`config.mk`:
```
export PLATFORM = sky130hd
export DESIGN_NAME = mpsi_top
export DESIGN_NICKNAME = d
export VERILOG_FILES = /design/src/mpsi_pkg.sv /design/src/mpsi_sync.sv /design/src/mpsi_top.sv
export SDC_FILE = /design/constraint.sdc
export NUM_CORES = 1
export LEC_CHECK = 0
export BUFFER_PORTS_ARGS = -buffer_cell sky130_fd_sc_hd__buf_2
export CAP_MARGIN = 20
export CORE_ASPECT_RATIO = 1.4
export CORE_MARGIN = 10
export CORE_UTILIZATION = 45
export DETAILED_ROUTE_END_ITERATION = 8
export PLACE_DENSITY = 0.66
export SLEW_MARGIN = 0
export SYNTH_ARGS = -nofsm -noshare
export SYNTH_HDL_FRONTEND = slang
export SYNTH_SLANG_ARGS = --single-unit
```
`constraint.sdc`:
```
create_clock -name pclk -period 2.15 [get_ports pclk]
set_input_delay 0.1075 -clock pclk [delete_from_list [all_inputs] [get_ports pclk]]
set_output_delay 0.1075 -clock pclk [all_outputs]
set_load 0.01 [all_outputs]
```
`src/mpsi_pkg.sv`:
```
// Constants, register map and carrier types of the MII pin and strap block.
// Assumes a 10 MHz APB clock and an MII clock of 800 ns made from it.
package mpsi_pkg;

    // Timing
    localparam int unsigned CLK_PERIOD_NS = 100;
    localparam int unsigned MII_CLK_PERIOD_NS = 800;
    localparam int unsigned MII_HALF_CYCLES =
        MII_CLK_PERIOD_NS / (2 * CLK_PERIOD_NS);
    localparam logic [2:0] MII_HALF_LAST = 3'(MII_HALF_CYCLES - 1);
    // Two sync stages plus one cycle of margin
    localparam int unsigned STRAP_SETTLE_CYCLES = 3;
    localparam logic [1:0] SETTLE_LAST = 2'(STRAP_SETTLE_CYCLES - 1);

    // Register byte addresses
    localparam logic [7:0] ADDR_CTRL0 = 8'h00;
    localparam logic [7:0] ADDR_ADV = 8'h04;
    localparam logic [7:0] ADDR_STATUS = 8'h08;
    localparam logic [7:0] ADDR_CTRL = 8'h0C;
    localparam logic [7:0] ADDR_TX_DATA = 8'h10;
    localparam logic [7:0] ADDR_RX_DATA = 8'h14;
    localparam logic [7:0] ADDR_IRQ_STATUS = 8'h18;
    localparam logic [7:0] ADDR_IRQ_CLEAR = 8'h1C;
    localparam logic [7:0] ADDR_IRQ_ENABLE = 8'h20;

    // Field positions
    localparam int unsigned CTRL0_DUPLEX_BIT = 8;
    localparam int unsigned CTRL0_STRAP_A_BIT = 12;
    localparam int unsigned CTRL0_SPEED_BIT = 13;
    localparam int unsigned ADV_SPEED_BIT = 7;
    localparam int unsigned CTRL_IRQ_HIGH_BIT = 0;
    localparam int unsigned CTRL_ACTIVITY_INDICATOR_N_FUNC_BIT = 1;
    localparam int unsigned CTRL_SPEED_INDICATOR_N_FUNC_BIT = 2;
    localparam int unsigned IRQ_TX_NIBBLE = 0;
    localparam int unsigned IRQ_TX_ERROR = 1;
    localparam int unsigned IRQ_RX_SENT = 2;
    localparam int unsigned IRQ_LINE_SIGNAL_DETECT_CHANGE = 3;
    localparam int unsigned IRQ_W = 4;

    // Reset values
    localparam logic [15:0] CTRL0_RESET = 16'h0000;
    localparam logic [15:0] ADV_RESET = 16'h0000;
    localparam logic [2:0] CTRL_RESET = 3'h0;
    localparam logic [3:0] IRQ_EN_RESET = 4'h0;

    // Operating configuration strap codes
    localparam logic [2:0] OPM_NORMAL_CODE = 3'h0;
    localparam logic [2:0] OPM_NORMAL_XOVER_CODE = 3'h2;
    localparam logic [2:0] OPM_B2B_XOVER_CODE = 3'h6;

    typedef enum logic [1:0] {
        OPM_NORMAL,
        OPM_NORMAL_XOVER,
        OPM_B2B_XOVER,
        OPM_RESERVED
    } mpsi_op_mode_t;

    typedef enum logic [1:0] {
        PH_SETTLE,
        PH_CAPTURE,
        PH_RUN
    } mpsi_phase_t;

    typedef struct packed {
        logic [2:0] addr;
        logic [2:0] op_mode;
        logic duplex;
        logic strap_a;
        logic speed;
        logic tree_sel;
    } mpsi_strap_t;

    // Every level that arrives from outside the pclk domain
    typedef struct packed {
        logic rx_clk;
        logic [3:0] rx_data;
        logic rx_dv;
        logic carrier_sense;
        logic act_led;
        logic spd_led;
        logic irq_pin;
        logic tx_en;
        logic [3:0] tx_data;
        logic tx_er;
        logic link_up;
        logic energy;
    } mpsi_pins_t;

    typedef struct packed {
        logic rx_pend;
        logic link_up;
        logic sig_detect;
        logic tree_sel;
        logic speed;
        logic strap_a;
        logic duplex;
        logic [1:0] mode;
        logic [2:0] op_mode;
        logic [2:0] addr;
    } mpsi_status_t;

    typedef struct packed {
        logic err;
        logic [3:0] nibble;
    } mpsi_tx_word_t;

    function automatic mpsi_op_mode_t decode_op_mode(input logic [2:0] code);
        mpsi_op_mode_t m;
        m = OPM_RESERVED;
        case (code)
            OPM_NORMAL_CODE: m = OPM_NORMAL;
            OPM_NORMAL_XOVER_CODE: m = OPM_NORMAL_XOVER;
            OPM_B2B_XOVER_CODE: m = OPM_B2B_XOVER;
            default: m = OPM_RESERVED;
        endcase
        return m;
    endfunction : decode_op_mode

    function automatic logic reg_mapped(input logic [7:0] a);
        return (a == ADDR_CTRL0) || (a == ADDR_ADV) || (a == ADDR_STATUS) ||
            (a == ADDR_CTRL) || (a == ADDR_TX_DATA) ||
            (a == ADDR_RX_DATA) || (a == ADDR_IRQ_STATUS) ||
            (a == ADDR_IRQ_CLEAR) || (a == ADDR_IRQ_ENABLE);
    endfunction : reg_mapped

endpackage : mpsi_pkg

```
`src/mpsi_sync.sv`:
```
// Two-stage level synchroniser bank.
// Assumes inputs are levels; pulses shorter than one clock may be lost.
`timescale 1ns/1ns
module mpsi_sync #(
    parameter int unsigned WIDTH = 1
) (
    input wire logic pclk,
    input wire logic presetn,
    input wire logic [WIDTH-1:0] async_in,
    output logic [WIDTH-1:0] sync_out
);

    logic [WIDTH-1:0] meta_ff;
    logic [WIDTH-1:0] sync_ff;

    always_ff @(posedge pclk or negedge presetn)
    begin
        if (!presetn)
        begin
            meta_ff <= '0;
            sync_ff <= '0;
        end
        else
        begin
            meta_ff <= async_in;
            sync_ff <= meta_ff;
        end
    end

    assign sync_out = sync_ff;

endmodule : mpsi_sync

```
`src/mpsi_top.sv`:
```
// MII pin side of a 10/100 transceiver: strap capture, MII clocks and data,
// LED and interrupt pins, APB register file.
// Assumes pclk at 10 MHz; all pin levels are asynchronous to pclk.
// Operation
// Rx nibble moves with rx clock; valid only while rx_dv.
// Tx nibble taken on tx clock only while tx_en.
// Device drives the tx clock; MAC never does.
// Rx clock driven after reset; its strap is op mode bit 0.
// Rx data bits 3,2,1 strap address bits 0,1,2.
// Rx data bit 0 straps duplex, then drives data.
// Carrier sense straps op mode bit 1, then is driven.
// Activity LED active low, programmable, straps auto-negotiation.
// Speed LED active low, programmable, straps speed.
// Open-drain irq pin, programmable polarity; straps tree mode.
// Low reset input resets the device.
// Signal detect high while line signal is detected.
// MAC without tx error holds that input low.
// Op mode 000 normal, 010 crossover, 110 back-to-back; others reserved.
// Auto-negotiation strap copied into control bit 12.
// Speed strap copied into control bit 13 and advertised speed.
// Duplex strap inverted into control bit 8.
// Strap pins inputs in reset, captured once, then driven.
`timescale 1ns/1ns
module mpsi_top (
    input wire logic pclk,
    input wire logic presetn,
    input wire logic psel,
    input wire logic penable,
    input wire logic pwrite,
    input wire logic [7:0] paddr,
    input wire logic [31:0] pwdata,
    output logic [31:0] prdata,
    output logic pready,
    output logic pslverr,
    output logic tx_clk,
    input wire logic tx_en,
    input wire logic [3:0] tx_data,
    input wire logic tx_er,
    input wire logic rx_clk_sense,
    output logic rx_clk,
    output logic rx_clk_oe_n,
    input wire logic [3:0] rx_data_sense,
    output logic [3:0] rx_data,
    output logic rx_data_oe_n,
    input wire logic rx_dv_sense,
    output logic rx_dv,
    output logic rx_dv_oe_n,
    input wire logic carrier_sense_sense,
    output logic carrier_sense,
    output logic carrier_sense_oe_n,
    input wire logic activity_indicator_n_sense,
    output logic activity_indicator_n,
    output logic activity_indicator_n_oe_n,
    input wire logic speed_indicator_n_sense,
    output logic speed_indicator_n,
    output logic speed_indicator_n_oe_n,
    input wire logic irq_out_sense,
    output logic irq_out,
    output logic irq_out_oe_n,
    input wire logic line_link_up,
    input wire logic line_energy,
    output logic line_signal_detect,
    output logic [2:0] strap_station_address,
    output logic irq
);

    mpsi_pkg::mpsi_pins_t pins_raw;
    mpsi_pkg::mpsi_pins_t pins_s;
    logic [$bits(mpsi_pkg::mpsi_pins_t)-1:0] pins_sync_bits;

    mpsi_pkg::mpsi_phase_t phase_ff;
    logic [1:0] settle_cnt_ff;
    mpsi_pkg::mpsi_strap_t strap_ff;
    logic drive_oe_n_ff;

    logic [2:0] div_cnt_ff;
    logic mii_clk_ff;
    logic half_done;
    logic fall_tick;

    logic [15:0] ctrl0_ff;
    logic [15:0] adv_ff;
    logic [2:0] ctrl_ff;
    logic [3:0] irq_status_ff;
    logic [3:0] irq_enable_ff;
    logic [3:0] irq_events;
    logic [3:0] irq_clear;

    mpsi_pkg::mpsi_tx_word_t tx_word_ff;
    logic [3:0] rx_nib_ff;
    logic rx_pend_ff;
    logic [3:0] rx_data_ff;
    logic rx_dv_ff;
    logic carrier_sense_ff;
    logic act_led_n_ff;
    logic spd_led_n_ff;
    logic irq_ff;
    logic irq_pin_ff;
    logic irq_pin_oe_n_ff;
    logic line_signal_detect_ff;

    logic [31:0] prdata_ff;
    logic pready_ff;
    logic pslverr_ff;
    logic apb_setup;
    logic apb_write;
    logic [31:0] rd_data;
    mpsi_pkg::mpsi_status_t status_word;
    logic running;
    logic activity;

    assign pins_raw = '{
        rx_clk: rx_clk_sense,
        rx_data: rx_data_sense,
        rx_dv: rx_dv_sense,
        carrier_sense: carrier_sense_sense,
        act_led: activity_indicator_n_sense,
        spd_led: speed_indicator_n_sense,
        irq_pin: irq_out_sense,
        tx_en: tx_en,
        tx_data: tx_data,
        tx_er: tx_er,
        link_up: line_link_up,
        energy: line_energy
    };

    mpsi_sync #(
        .WIDTH($bits(mpsi_pkg::mpsi_pins_t))
    ) u_sync (
        .pclk(pclk),
        .presetn(presetn),
        .async_in(pins_raw),
        .sync_out(pins_sync_bits)
    );

    assign pins_s = pins_sync_bits;
    assign running = (phase_ff == mpsi_pkg::PH_RUN);

    // Let synchronisers fill, capture, then drive
    always_ff @(posedge pclk or negedge presetn)
    begin
        if (!presetn)
        begin
            phase_ff <= mpsi_pkg::PH_SETTLE;
            settle_cnt_ff <= 2'h0;
        end
        else
        begin
            case (phase_ff)
                mpsi_pkg::PH_SETTLE:
                begin
                    if (settle_cnt_ff == mpsi_pkg::SETTLE_LAST)
                    begin
                        phase_ff <= mpsi_pkg::PH_CAPTURE;
                    end
                    settle_cnt_ff <= settle_cnt_ff + 2'h1;
                end
                mpsi_pkg::PH_CAPTURE: phase_ff <= mpsi_pkg::PH_RUN;
                mpsi_pkg::PH_RUN: phase_ff <= mpsi_pkg::PH_RUN;
                default: phase_ff <= mpsi_pkg::PH_SETTLE;
            endcase
        end
    end

    // Captured exactly once; drivers enable only after this edge
    always_ff @(posedge pclk or negedge presetn)
    begin
        if (!presetn)
        begin
            strap_ff <= '0;
            drive_oe_n_ff <= 1'b1;
        end
        else if (phase_ff == mpsi_pkg::PH_CAPTURE)
        begin
            strap_ff.op_mode <= {pins_s.rx_dv, pins_s.carrier_sense,
                pins_s.rx_clk};
            strap_ff.addr <= {pins_s.rx_data[1], pins_s.rx_data[2],
                pins_s.rx_data[3]};
            strap_ff.duplex <= pins_s.rx_data[0];
            strap_ff.strap_a <= pins_s.act_led;
            strap_ff.speed <= pins_s.spd_led;
            strap_ff.tree_sel <= pins_s.irq_pin;
            drive_oe_n_ff <= 1'b0;
        end
    end

    // One MII clock serves both directions
    assign half_done = running && (div_cnt_ff == mpsi_pkg::MII_HALF_LAST);
    assign fall_tick = half_done && mii_clk_ff;

    always_ff @(posedge pclk or negedge presetn)
    begin
        if (!presetn)
        begin
            div_cnt_ff <= 3'h0;
            mii_clk_ff <= 1'b0;
        end
        else if (!running)
        begin
            div_cnt_ff <= 3'h0;
            mii_clk_ff <= 1'b0;
        end
        else if (half_done)
        begin
            div_cnt_ff <= 3'h0;
            mii_clk_ff <= ~mii_clk_ff;
        end
        else
        begin
            div_cnt_ff <= div_cnt_ff + 3'h1;
        end
    end

    // Sample at the fall, half a period after the MAC moved data
    always_ff @(posedge pclk or negedge presetn)
    begin
        if (!presetn)
        begin
            tx_word_ff <= '0;
        end
        else if (fall_tick && pins_s.tx_en)
        begin
            tx_word_ff.nibble <= pins_s.tx_data;
            tx_word_ff.err <= pins_s.tx_er;
        end
    end

    // One holding nibble; a write while pending is dropped
    always_ff @(posedge pclk or negedge presetn)
    begin
        if (!presetn)
        begin
            rx_pend_ff <= 1'b0;
            rx_nib_ff <= 4'h0;
        end
        else if (apb_write && (paddr == mpsi_pkg::ADDR_RX_DATA) &&
            !rx_pend_ff)
        begin
            rx_pend_ff <= 1'b1;
            rx_nib_ff <= pwdata[3:0];
        end
        else if (fall_tick)
        begin
            rx_pend_ff <= 1'b0;
        end
    end

    always_ff @(posedge pclk or negedge presetn)
    begin
        if (!presetn)
        begin
            rx_data_ff <= 4'h0;
            rx_dv_ff <= 1'b0;
        end
        else if (!running)
        begin
            rx_dv_ff <= 1'b0;
        end
        else if (fall_tick)
        begin
            rx_dv_ff <= rx_pend_ff;
            if (rx_pend_ff)
            begin
                rx_data_ff <= rx_nib_ff;
            end
        end
    end

    // Carrier sense, LEDs and signal detect
    assign activity = pins_s.tx_en || rx_dv_ff;

    always_ff @(posedge pclk or negedge presetn)
    begin
        if (!presetn)
        begin
            carrier_sense_ff <= 1'b0;
            act_led_n_ff <= 1'b1;
            spd_led_n_ff <= 1'b1;
            line_signal_detect_ff <= 1'b0;
        end
        else
        begin
            carrier_sense_ff <= running && activity;
            line_signal_detect_ff <= pins_s.energy;
            if (ctrl_ff[mpsi_pkg::CTRL_ACTIVITY_INDICATOR_N_FUNC_BIT])
            begin
                act_led_n_ff <= ~(running && activity);
            end
            else
            begin
                act_led_n_ff <= ~(running &&
                    (pins_s.link_up || activity));
            end
            if (ctrl_ff[mpsi_pkg::CTRL_SPEED_INDICATOR_N_FUNC_BIT])
            begin
                spd_led_n_ff <= ~(running && pins_s.link_up);
            end
            else
            begin
                spd_led_n_ff <= ~(running && pins_s.link_up &&
                    ctrl0_ff[mpsi_pkg::CTRL0_SPEED_BIT]);
            end
        end
    end

    // Hardware set beats a software clear in one cycle
    always_comb
    begin
        irq_events = 4'h0;
        irq_events[mpsi_pkg::IRQ_TX_NIBBLE] = fall_tick && pins_s.tx_en;
        irq_events[mpsi_pkg::IRQ_TX_ERROR] = fall_tick && pins_s.tx_en &&
            pins_s.tx_er;
        irq_events[mpsi_pkg::IRQ_RX_SENT] = fall_tick && rx_pend_ff;
        irq_events[mpsi_pkg::IRQ_LINE_SIGNAL_DETECT_CHANGE] = running &&
            (line_signal_detect_ff != pins_s.energy);
    end

    assign irq_clear = (apb_write && (paddr == mpsi_pkg::ADDR_IRQ_CLEAR)) ?
        pwdata[3:0] : 4'h0;

    always_ff @(posedge pclk or negedge presetn)
    begin
        if (!presetn)
        begin
            irq_status_ff <= 4'h0;
            irq_ff <= 1'b0;
        end
        else
        begin
            irq_status_ff <= (irq_status_ff & ~irq_clear) | irq_events;
            irq_ff <= |(irq_status_ff & irq_enable_ff);
        end
    end

    // Pull low or release; released during reset
    always_ff @(posedge pclk or negedge presetn)
    begin
        if (!presetn)
        begin
            irq_pin_ff <= 1'b1;
            irq_pin_oe_n_ff <= 1'b1;
        end
        else if (!running)
        begin
            irq_pin_ff <= 1'b1;
            irq_pin_oe_n_ff <= 1'b1;
        end
        else
        begin
            irq_pin_ff <= ctrl_ff[mpsi_pkg::CTRL_IRQ_HIGH_BIT] ~^ irq_ff;
            irq_pin_oe_n_ff <= ctrl_ff[mpsi_pkg::CTRL_IRQ_HIGH_BIT] ~^
                irq_ff;
        end
    end

    // Register file
    assign apb_setup = psel && !penable;
    assign apb_write = psel && penable && pready_ff && pwrite;

    always_ff @(posedge pclk or negedge presetn)
    begin
        if (!presetn)
        begin
            ctrl0_ff <= mpsi_pkg::CTRL0_RESET;
            adv_ff <= mpsi_pkg::ADV_RESET;
        end
        else if (phase_ff == mpsi_pkg::PH_CAPTURE)
        begin
            ctrl0_ff[mpsi_pkg::CTRL0_STRAP_A_BIT] <= pins_s.act_led;
            ctrl0_ff[mpsi_pkg::CTRL0_SPEED_BIT] <= pins_s.spd_led;
            ctrl0_ff[mpsi_pkg::CTRL0_DUPLEX_BIT] <= ~pins_s.rx_data[0];
            adv_ff[mpsi_pkg::ADV_SPEED_BIT] <= pins_s.spd_led;
        end
        else if (apb_write && (paddr == mpsi_pkg::ADDR_CTRL0))
        begin
            ctrl0_ff <= pwdata[15:0];
        end
        else if (apb_write && (paddr == mpsi_pkg::ADDR_ADV))
        begin
            adv_ff <= pwdata[15:0];
        end
    end

    always_ff @(posedge pclk or negedge presetn)
    begin
        if (!presetn)
        begin
            ctrl_ff <= mpsi_pkg::CTRL_RESET;
            irq_enable_ff <= mpsi_pkg::IRQ_EN_RESET;
        end
        else if (apb_write && (paddr == mpsi_pkg::ADDR_CTRL))
        begin
            ctrl_ff <= pwdata[2:0];
        end
        else if (apb_write && (paddr == mpsi_pkg::ADDR_IRQ_ENABLE))
        begin
            irq_enable_ff <= pwdata[3:0];
        end
    end

    always_comb
    begin
        status_word.rx_pend = rx_pend_ff;
        status_word.link_up = pins_s.link_up;
        status_word.sig_detect = line_signal_detect_ff;
        status_word.tree_sel = strap_ff.tree_sel;
        status_word.speed = strap_ff.speed;
        status_word.strap_a = strap_ff.strap_a;
        status_word.duplex = strap_ff.duplex;
        status_word.mode = mpsi_pkg::decode_op_mode(strap_ff.op_mode);
        status_word.op_mode = strap_ff.op_mode;
        status_word.addr = strap_ff.addr;
    end

    always_comb
    begin
        rd_data = 32'h0000_0000;
        case (paddr)
            mpsi_pkg::ADDR_CTRL0: rd_data = {16'h0000, ctrl0_ff};
            mpsi_pkg::ADDR_ADV: rd_data = {16'h0000, adv_ff};
            mpsi_pkg::ADDR_STATUS:
                rd_data = {{(32 - $bits(status_word)){1'b0}}, status_word};
            mpsi_pkg::ADDR_CTRL: rd_data = {29'h0000_0000, ctrl_ff};
            mpsi_pkg::ADDR_TX_DATA:
                rd_data = {{(32 - $bits(tx_word_ff)){1'b0}}, tx_word_ff};
            mpsi_pkg::ADDR_IRQ_STATUS: rd_data = {28'h000_0000, irq_status_ff};
            mpsi_pkg::ADDR_IRQ_ENABLE: rd_data = {28'h000_0000, irq_enable_ff};
            default: rd_data = 32'h0000_0000;
        endcase
    end

    // No wait states
    always_ff @(posedge pclk or negedge presetn)
    begin
        if (!presetn)
        begin
            prdata_ff <= 32'h0000_0000;
            pready_ff <= 1'b0;
            pslverr_ff <= 1'b0;
        end
        else
        begin
            pready_ff <= apb_setup;
            if (apb_setup)
            begin
                prdata_ff <= pwrite ? 32'h0000_0000 : rd_data;
                pslverr_ff <= !mpsi_pkg::reg_mapped(paddr);
            end
            else
            begin
                pslverr_ff <= 1'b0;
            end
        end
    end

    assign prdata = prdata_ff;
    assign pready = pready_ff;
    assign pslverr = pslverr_ff;
    assign tx_clk = mii_clk_ff;
    assign rx_clk = mii_clk_ff;
    assign rx_clk_oe_n = drive_oe_n_ff;
    assign rx_data = rx_data_ff;
    assign rx_data_oe_n = drive_oe_n_ff;
    assign rx_dv = rx_dv_ff;
    assign rx_dv_oe_n = drive_oe_n_ff;
    assign carrier_sense = carrier_sense_ff;
    assign carrier_sense_oe_n = drive_oe_n_ff;
    assign activity_indicator_n = act_led_n_ff;
    assign activity_indicator_n_oe_n = drive_oe_n_ff;
    assign speed_indicator_n = spd_led_n_ff;
    assign speed_indicator_n_oe_n = drive_oe_n_ff;
    assign irq_out = irq_pin_ff;
    assign irq_out_oe_n = irq_pin_oe_n_ff;
    assign line_signal_detect = line_signal_detect_ff;
    assign strap_station_address = strap_ff.addr;
    assign irq = irq_ff;

endmodule : mpsi_top

```
## After elaboration in Yosys (flattened, before gate mapping)

Cells that the tools add are included.

| word-level totals | value |
|---|---|
| register bits | 153 |
| input bits | 63 |
| output and inout bits | 57 |
| logic and storage cells | 141 |

| operators by class | value |
|---|---|
| add/sub/neg operators | 2 |
| equal/unequal tests | 19 |
| muxes and demuxes | 24 |
| bitwise gates (word level) | 14 |
| reductions and logical operators | 47 |

Operators by type and width:

| cell | count |
|---|---|
| $pmux W16 S7 | 1 |
| $eq A8 B5 Y1 const B | 4 |
| $mux W32 | 1 |
| $logic_and A1 B1 Y1 | 21 |
| $eq A8 B4 Y1 const B | 2 |
| $mux W8 | 2 |
| $mux W14 | 1 |
| $mux W1 | 12 |
| $logic_or A1 B1 Y1 | 10 |
| $not A1 Y1 | 9 |
| $and A4 B4 Y4 | 2 |
| $eq A8 B3 Y1 const B | 1 |
| $eq A8 B6 Y1 const B | 1 |
| $logic_not A8 Y1 | 1 |
| $ne A2 B2 Y1 const B | 4 |
| $eq A3 B2 Y1 const B | 2 |
| $mux W3 | 2 |
| $pmux W2 S3 | 1 |
| $reduce_and A2 Y1 | 3 |
| $reduce_and A3 Y1 | 2 |
| $reduce_bool A2 Y1 | 3 |
| $eq A2 B2 Y1 const B | 2 |
| $mux W2 | 2 |
| $mux W4 | 1 |
| 14 further kinds | 16 |

## Logic depth before layout (Yosys ltp)

Gate-level depths: netlist (run 1).

| depth | value |
|---|---|
| depth in word-level cells | 11 |
| depth in mapped cells | 7 |
| depth with buffers taken out | 5 |

## Hierarchy

From an unflattened synthesis (run 1), not the netlist that was laid out.

| unflattened totals | value |
|---|---|
| cells, all modules | 433 |
| area, all modules | 5723.0 um^2 |

Modules (own cells, without submodules):

| module | times used | cells each | area an instance (um^2) |
|---|---|---|---|
| mpsi_top | 1 | 397 | 4822.1 |
| mpsi_sync | 1 | 36 | 900.9 |

## Worst setup path before layout (run 1)

OpenSTA, ideal clock, no wires.

| path | value |
|---|---|
| path kind | reg2reg |
| start point | register phase_ff[1] |
| end point | register strap_ff, in the netlist status_word[3] |
| setup time | 125 ps |
| arrival time | 1609 ps |
| data required time | 2025 ps |
| slack | 416 ps |
| stages on the path, launching flop included | 6 |
| buffers on the path | 2 |
| clock period less this slack | 1734 ps |
| path through | dfrtp_1 inv_1 ha_1 clkbuf_1 clkbuf_1 mux2_2 |

| between the ends | value |
|---|---|
| word-level cells in the longest chain between the ends | 1 |

RTL lines:

| item | line | source |
|---|---|---|
| start: declaration | mpsi_top.sv:71 | `mpsi_pkg::mpsi_phase_t phase_ff;` |
| start signal: assignment | mpsi_top.sv:144 | `phase_ff <= mpsi_pkg::PH_SETTLE;` |
| start signal: assignment | mpsi_top.sv:154 | `phase_ff <= mpsi_pkg::PH_CAPTURE;` |
| start signal: assignment | mpsi_top.sv:158 | `mpsi_pkg::PH_CAPTURE: phase_ff <= mpsi_pkg::PH_RUN;` |
| $eq A2 B1 Y1 | mpsi_top.sv:173 | `else if (phase_ff == mpsi_pkg::PH_CAPTURE)` |
| end: declaration | mpsi_top.sv:73 | `mpsi_pkg::mpsi_strap_t strap_ff;` |

No other way between the ends.
A chain may end at the register's enable or synchronous reset.

## Worst setup path in the final report (run 1)

| path | value |
|---|---|
| start point | register div_cnt_ff[0] |
| end point | register tx_word_ff[0] (netlist bit) |

| between the ends | value |
|---|---|
| word-level cells in the longest chain between the ends | 4 |

RTL lines:

| item | line | source |
|---|---|---|
| start: declaration | mpsi_top.sv:76 | `logic [2:0] div_cnt_ff;` |
| start signal: assignment | mpsi_top.sv:210 | `div_cnt_ff <= div_cnt_ff + 3'h1;` |
| $eq A3 B2 Y1 | mpsi_top.sv:188 | `assign half_done = running && (div_cnt_ff == mpsi_pkg::MII_HALF_LAST);` |
| $logic_and A1 B1 Y1 | mpsi_top.sv:188 |  |
| $logic_and A1 B1 Y1 | mpsi_top.sv:189 | `assign fall_tick = half_done && mii_clk_ff;` |
| $logic_and A1 B1 Y1 | mpsi_top.sv:221 | `else if (fall_tick && pins_s.tx_en)` |
| end: declaration | mpsi_top.sv:89 | `mpsi_pkg::mpsi_tx_word_t tx_word_ff;` |

No other way between the ends.

==> out/qor.csv, run 1 <==
stage,metric,value,unit
run_status,status,"finished, final reports clean",
clock_network,maximum root-to-sink buffer count,2,
worst_setup_path,slowest cell on the critical path,dfrtp_1,
timing,slew margin rel.,65.0,%
grt,first-pass GRT wire length,21600,um
worst_setup_path,r2r worst-path depth,5,
timing,setup_tns,0,ps
placed_design,Detailed Place HPWL,9580,um
finish,area of the multi-input gates,1990,sq um
timing,period utilisation layout,81.0,%
die,chip height,153,um
synthesis,Gate Count Post-Synth,418,
min_path,hold depth,2,
worst_setup_path,Critical Path Fanout Max,7,
placed_design,port bufs,87,
clock_network,"Reg clk slew, reported paths",60,ps
power_and_ir_drop,NetSw,1.36,mW
power_and_ir_drop,Flop pwr share,46.6,%
worst_setup_path,CP Capture Type,register,
worst_setup_path,RR Startpoint,div_cnt_ff[0],
worst_setup_path,reg2reg end,tx_word_ff[0],
timing,RSZ-0062 raised after global routing,no,
min_path,worst hold endpoint,ctrl_ff[0],
clock_network,root buf cell,clkbuf_16,
clock_network,Worst-Skew Late Latency,420,ps
worst_setup_path,required time worst endpoint,2450,ps
grt,GRT Resource Usage Total,15.6,%
synthesis,most numerous cell in the Yosys netlist,dfrtp_1,
die,boundary pin count,120,
job,Max Cap Violations,0,
worst_setup_path,Worst Setup SP,div_cnt_ff[0],
clock_network,CTS resizes,0,
routing,WL/cell,18.5,um
grt,vias in the first global route,4128,
finish,share of layout cells above drive strength 1,37.8,%
power_and_ir_drop,Sw Share,23.7,%
power_and_ir_drop,Lkg Pwr,3.43,nW
synthesis,Post-Syn Area,5680,sq um
grt,initial antenna violation count,0,
power_and_ir_drop,Peak VDD IR,0.000477,V
grt,largest net degree at the start of global routing,64,
die,Initial Util,45.9,%
power_and_ir_drop,Int Pwr,4.40,mW
placed_design,Placed Area,6220,sq um
synthesis,"FF+latch count, synth",137,
finish,Ant. Diodes,0,
clock_network,cts bufs inserted,17,
worst_setup_path,max incr delay on CP,350,ps
routing,DR iter-0 viols,181,
synthesis,synth cell count leaders,"dfrtp_1 (133), mux2_2 (59), buf_4 (27)",
die,core area,12400,sq um
routing,Post-DRT Antenna Nets,0,
die,die area,17600,sq um
finish,synthesis-to-finish area growth,25.0,%
worst_setup_path,worst endpoint data arrival time,2040,ps
worst_setup_path,startpoint types,register,
grt,grt total ovfl,0,
clock_network,H-tree lvl count,4,
synthesis,Syn. warnings,0,
synthesis,sequential fraction of the synthesis area,60.5,%
routing,Initial DRT Pass Iterations,5,
finish,finished layout cell area,7100,sq um
timing,"Slew Viols, Final",0,
finish,Final #Nets,614,
min_path,Hold Path Class,in -> reg,
timing,worst hold slack,28.5,ps
finish,Filler cells,1005,
power_and_ir_drop,clock share of power,47.8,%
timing,FMAX,574,MHz
min_path,hold path start,pwdata[0],
placed_design,gp weighted congestion,0.916,
finish,sequential cell area,3430,sq um
synthesis,Post-synth EDFFs,0,
clock_network,CTS sink count,137,
worst_setup_path,"Critical Path, Cell by Cell","ha_1, nor2b_1, and3_1, nand2_1, mux2_2",
synthesis,post-synth top area share,58.6,%
timing,worst-margin pin slew,525,ps
die,Chip Width,115,um
timing,crit path time final,1740,ps
timing,final setup fails,0,
routing,final WL,13100,um
power_and_ir_drop,PD cells,812,nW/um^2
worst_setup_path,Reg2Reg Setup Slack,410,ps
synthesis,Cell variety after synth,50,
power_and_ir_drop,combinational power share,5.5,%
die,site row count,48,
synthesis,Post-synth top flop,dfrtp_1,
worst_setup_path,critical path type,reg -> reg,
timing,Layout Skew,9.31,ps
synthesis,Area contributors post-synth,"dfrtp_1 (59%), mux2_2 (12%), buf_4 (3.6%), mux2i_1 (3.0%), a22o_1 (2.9%)",
routing,Residual DRC,0,
timing,final hold vios,0,
synthesis,Mapped Avg Cell Area,13.6,sq um
routing,total number of vias,3674,
clock_network,Setup Buffers After CTS,0,
routing,vias per cell,5.19,
clock_network,TritonCTS clock tree,yes,
synthesis,Yosys top cell by area,dfrtp_1,
synthesis,fraction of registers with async set/reset,100,%
==> flip-flops by register name, summed over array words and instances, names as in the netlist, 4 cells and up <==
signal           cells
irq_enable_ff        4
rx_nib_ff            4
u_sync.meta_ff      18
rx_data              4
adv_ff              16
u_sync.sync_out     18
tx_word_ff           5
ctrl0_ff            16
prdata              16
status_word          7
irq_status_ff        4
==> stage by stage <==
stage / setup slack (ps) / utilization (%) / std cells / total power [mW]
after global routing: 268 / 57.4 / 708 / 5.99
after global placement: 391 / 50.3 / 645 / 3.01
after floorplan: 416 / - / 433 / 2.86
after detailed placement: 388 / 50.3 / 645 / 3.01
final: 409 / 57.4 / 708 / 5.76
after CTS: 384 / 57.4 / 708 / 5.83
==> critical path: cells and delay by family, from the launching register on <==
family | cells | cell delay [ps]
adders and majority gates | 1 | 160
muxes | 1 | 320
and+or+nand+nor | 3 | 790
DFF | 1 | 350
==> power groups by stage <==
stage / Clock (mW) / Combinational (mW) / Sequential (mW)
2_1_floorplan: 0 / 0.142 / 2.72
3_3_place_gp: 0 / 0.274 / 2.73
3_5_place_dp: 0 / 0.280 / 2.73
4_1_cts: 2.82 / 0.324 / 2.69
5_1_grt: 2.94 / 0.357 / 2.69
6_report: 2.75 / 0.319 / 2.69
==> cell type report <==
class                   count  share of cell area, %
clock buffers              17                   6.00
clock inverters            15                   1.99
inverters                   9                  0.476
multi-input cells         246                   28.0
flip-flops and latches    137                   48.4
well taps                 150                   2.65
repair buffers            134                   12.5
==> cell usage in the layout (no fill, tap or decap), types with 2 or more instances in the layout <==
cell type / n
nand2b_1: 2
clkbuf_16: 17
nor3_4: 2
nand4_1: 4
dfstp_2: 4
nor3_2: 2
nor2b_1: 6
conb_1: 16
clkinv_2: 2
mux2_2: 59
dlygate4sd3_1: 31
buf_2: 86
inv_1: 9
nand2_1: 26
a22oi_1: 5
o21ai_0: 18
clkinvlp_4: 5
xor2_1: 5
a32o_1: 4
a211o_1: 2
inv_6: 5
buf_4: 15
nand3_1: 6
a21oi_1: 4
and2_1: 3
ha_1: 6
dfrtp_1: 133
o211ai_1: 3
a22o_1: 19
nor3b_1: 2
nor2_1: 13
mux2i_1: 17
a31oi_1: 2
==> cells by family (layout without fill, tap and decap cells) <==
logic type / count (synthesis) / count (layout) / synth area share [%]
compound gates: 61 / 61 / 8.09
xor+xnor: 5 / 5 / 0.772
fa+ha+maj: 6 / 6 / 1.32
buf+inv: 50 / 175 / 5.45
flops: 137 / 137 / 60.5
mux: 77 / 77 / 15.1
other cells: 1 / 16 / 0.0661
simple gates: 81 / 81 / 8.71
==> timing repair <==
item / 4_1_cts / 5_1_grt
endpoints found under the hold margin: 89 / 0
hold buffers: 31 / 0
endpoints found under the setup margin: 0 / 0
==> routing by layer <==
metal / global-route usage, % / wire length, um
met2: 27.3 / 7040
met4: 7.03 / 386
met3: 4.66 / 656
met5: 0 / 0
met1: 16.7 / 4980
==> worst max-delay path by stage <==
stage                           to  slack, ps  cells after the start
floorplan           status_word[3]        420                      5
global placement         prdata[2]        390                      6
detailed placement       prdata[2]        390                      6
CTS                  tx_word_ff[4]        380                      5
global route         tx_word_ff[2]        270                      5
finish               tx_word_ff[0]        410                      5
No activity file was read; power rests on OpenSTA's default activity.
==> run 2: changes to the inputs <==
--- a/config.mk
+++ b/config.mk
@@ -11,7 +11,7 @@
 export CORE_MARGIN = 10
 export CORE_UTILIZATION = 45
 export DETAILED_ROUTE_END_ITERATION = 8
-export PLACE_DENSITY = 0.66
+export PLACE_DENSITY = 0.68
 export SLEW_MARGIN = 0
 export SYNTH_ARGS = -nofsm -noshare
 export SYNTH_HDL_FRONTEND = slang
==> constraint.sdc (replaced) <==
create_clock -name pclk -period 1.6 [get_ports pclk]
set_input_delay 0.08 -clock pclk [delete_from_list [all_inputs] [get_ports pclk]]
set_output_delay 0.08 -clock pclk [all_outputs]
set_load 0.01 [all_outputs]
==> run 2 against run 1 <==
Against the previous run: register-to-register slack worse by 360 ps; via count grew 3.7%; hold slack got worse by 4.3 ps; critical endpoint is now adv_ff[8].
==> out/qor.csv, run 2 (synthesis results as in run 1) <==
stage,metric,value,unit,change
finish,"most common cell after layout, fill and taps aside",dfrtp_1,,unchanged
routing,WL/cell,18.5,um,about the same
placed_design,Placed Area,6460,sq um,was 6220 sq um
power_and_ir_drop,Int Pwr,6.60,mW,was 4.40 mW
placed_design,gp weighted congestion,0.871,,was 0.916
timing,Layout Skew,7.75,ps,was 9.31 ps
routing,Post-DRT Antenna Nets,0,,unchanged
die,die area,17600,sq um,unchanged
clock_network,Worst-Skew Late Latency,410,ps,was 420 ps
finish,share of layout cells above drive strength 1,42.2,%,was 37.8%
die,site row count,48,,unchanged
power_and_ir_drop,PD cells,1110,nW/um^2,was 812 nW/um^2
clock_network,TritonCTS clock tree,yes,,unchanged
finish,Ant. Diodes,0,,unchanged
min_path,hold depth,2,,unchanged
clock_network,cts bufs inserted,17,,unchanged
worst_setup_path,Critical Path Fanout Max,5,,was 7
placed_design,port bufs,87,,unchanged
min_path,Hold Path Class,in -> reg,,unchanged
power_and_ir_drop,Lkg Pwr,3.69,nW,was 3.43 nW
worst_setup_path,critical path type,reg -> reg,,unchanged
timing,"Slew Viols, Final",0,,unchanged
clock_network,CTS sink count,137,,unchanged
worst_setup_path,required time worst endpoint,1890,ps,was 2450 ps
clock_network,H-tree lvl count,4,,unchanged
die,chip height,153,um,unchanged
routing,Initial DRT Pass Iterations,4,,was 5
grt,first-pass GRT wire length,21800,um,"was 21,600 um"
timing,setup_tns,0,ps,unchanged
timing,FMAX,645,MHz,was 574 MHz
finish,Final #Nets,644,,was 614
power_and_ir_drop,overall power,8.39,mW,was 5.76 mW
timing,final setup fails,0,,unchanged
worst_setup_path,CP Capture Type,register,,unchanged
finish,most frequent cells in the layout,"dfrtp_1 (133), buf_2 (86), mux2_2 (47)",,"was dfrtp_1 (133), buf_2 (86), mux2_2 (59)"
clock_network,maximum root-to-sink buffer count,2,,unchanged
finish,Filler cells,963,,"was 1,005"
power_and_ir_drop,clock share of power,51.2,%,was 47.8%
routing,Residual DRC,0,,unchanged
timing,period utilisation layout,96.9,%,was 81.0%
finish,synthesis-to-finish area growth,33.4,%,was 25.0%
power_and_ir_drop,Sw Share,21.3,%,was 23.7%
clock_network,"Reg clk slew, reported paths",60,ps,about the same
worst_setup_path,"Critical Path, Cell by Cell","and4_4, nand2_4, nor3_4, buf_12, buf_12, mux2_2",,"was ha_1, nor2b_1, and3_1, nand2_1, mux2_2"
worst_setup_path,startpoint types,register,,unchanged
timing,crit path time final,1550,ps,was 1740 ps
power_and_ir_drop,Flop pwr share,43.1,%,was 46.6%
power_and_ir_drop,combinational power share,5.7,%,was 5.5%
routing,total number of vias,3809,,"was 3,674"
worst_setup_path,slowest cell on the critical path,dfrtp_1,,unchanged
die,boundary pin count,120,,unchanged
die,Initial Util,45.9,%,unchanged
placed_design,Detailed Place HPWL,9780,um,was 9580 um
routing,DR iter-0 viols,147,,was 181
worst_setup_path,"most used cell, CP",buf_12,,
grt,GRT Resource Usage Total,15.7,%,was 15.6%
grt,largest net degree at the start of global routing,73,,was 64
routing,vias per cell,5.16,,was 5.19
worst_setup_path,worst endpoint data arrival time,1840,ps,was 2040 ps
power_and_ir_drop,Peak VDD IR,0.000734,V,was 0.000477 V
timing,final hold vios,0,,unchanged
timing,RSZ-0062 raised after global routing,yes,,was no
job,Max Cap Violations,0,,unchanged
worst_setup_path,max incr delay on CP,340,ps,was 350 ps
grt,initial antenna violation count,0,,unchanged
grt,grt total ovfl,0,,unchanged
die,Chip Width,115,um,unchanged
routing,final WL,13600,um,"was 13,100 um"
clock_network,root buf cell,clkbuf_16,,unchanged
power_and_ir_drop,NetSw,1.79,mW,was 1.36 mW
worst_setup_path,r2r worst-path depth,6,,was 5
run_status,status,"finished, final reports clean",,unchanged
die,core area,12400,sq um,unchanged
grt,vias in the first global route,4119,,"was 4,128"
finish,Layout Utilization,61.2,%,was 57.4%
finish,finished layout cell area,7570,sq um,was 7100 sq um
==> run 2: worst max-delay path, delay by kind of cell, from the launching register on <==
kind | cells | cell delay (ps)
simple gates | 3 | 510
flops | 1 | 340
mux | 1 | 320
buf+inv | 2 | 250
==> run 2: metal layers <==
metal	global-route usage, %	wire (um)
met1	18.4	5430
met2	26.6	7260
met3	4.27	703
met4	5.79	247
met5	0	0
==> run 2: worst paths after layout <==
check,start,end,slack [ps]
setup / recovery,pready,adv_ff[8],50
hold / removal,pwdata[3],irq_enable_ff[3],20
setup reg to reg,pready,adv_ff[8],50
hold reg to reg,u_sync.meta_ff[13],u_sync.sync_out[13],350
max in group asynchronous,presetn,speed_indicator_n,960
min in group asynchronous,presetn,u_sync.meta_ff[14],30
==> run 2: area by class of cell <==
class                   count  area, sq um  share of cell area, %
clock buffers              18          439                   5.80
clock inverters            14          218                   2.87
inverters                   9         33.8                  0.446
multi-input cells         246         2070                   27.4
flip-flops and latches    137         3430                   45.3
well taps                 150          188                   2.48
repair buffers            164         1190                   15.7
==> run 2: repair_timing <==
item                                    in CTS  in global routing
hold endpoints to repair                   176                  0
endpoints found under the setup margin      13                 43
resized for setup                            2                 20
hold buffers                                32                  0
cloned                                       0                  1
pin swaps                                    0                  4
setup buffers                                0                  2
==> run 2: power groups by stage <==
| stage | Combinational (mW) | Clock [mW] | Sequential [mW] |
|---|---|---|---|
| CTS | 0.479 | 4.37 | 3.61 |
| global route | 0.526 | 4.56 | 3.62 |
| global placement | 0.408 | 0 | 3.67 |
| finish | 0.477 | 4.30 | 3.61 |
| detailed placement | 0.416 | 0 | 3.67 |
| floorplan | 0.191 | 0 | 3.66 |
==> run 2: through the flow <==
step / hold slack (ps) / worst slack [ps] / instances
3_3_place_gp: -111 / -32.8 / 671
6_report: 24.2 / 49.3 / 738
5_1_grt: 15.3 / -12.3 / 738
3_5_place_dp: -111 / -49.5 / 671
4_1_cts: 2.35 / -52.5 / 735
2_1_floorplan: -216 / -36.0 / 433
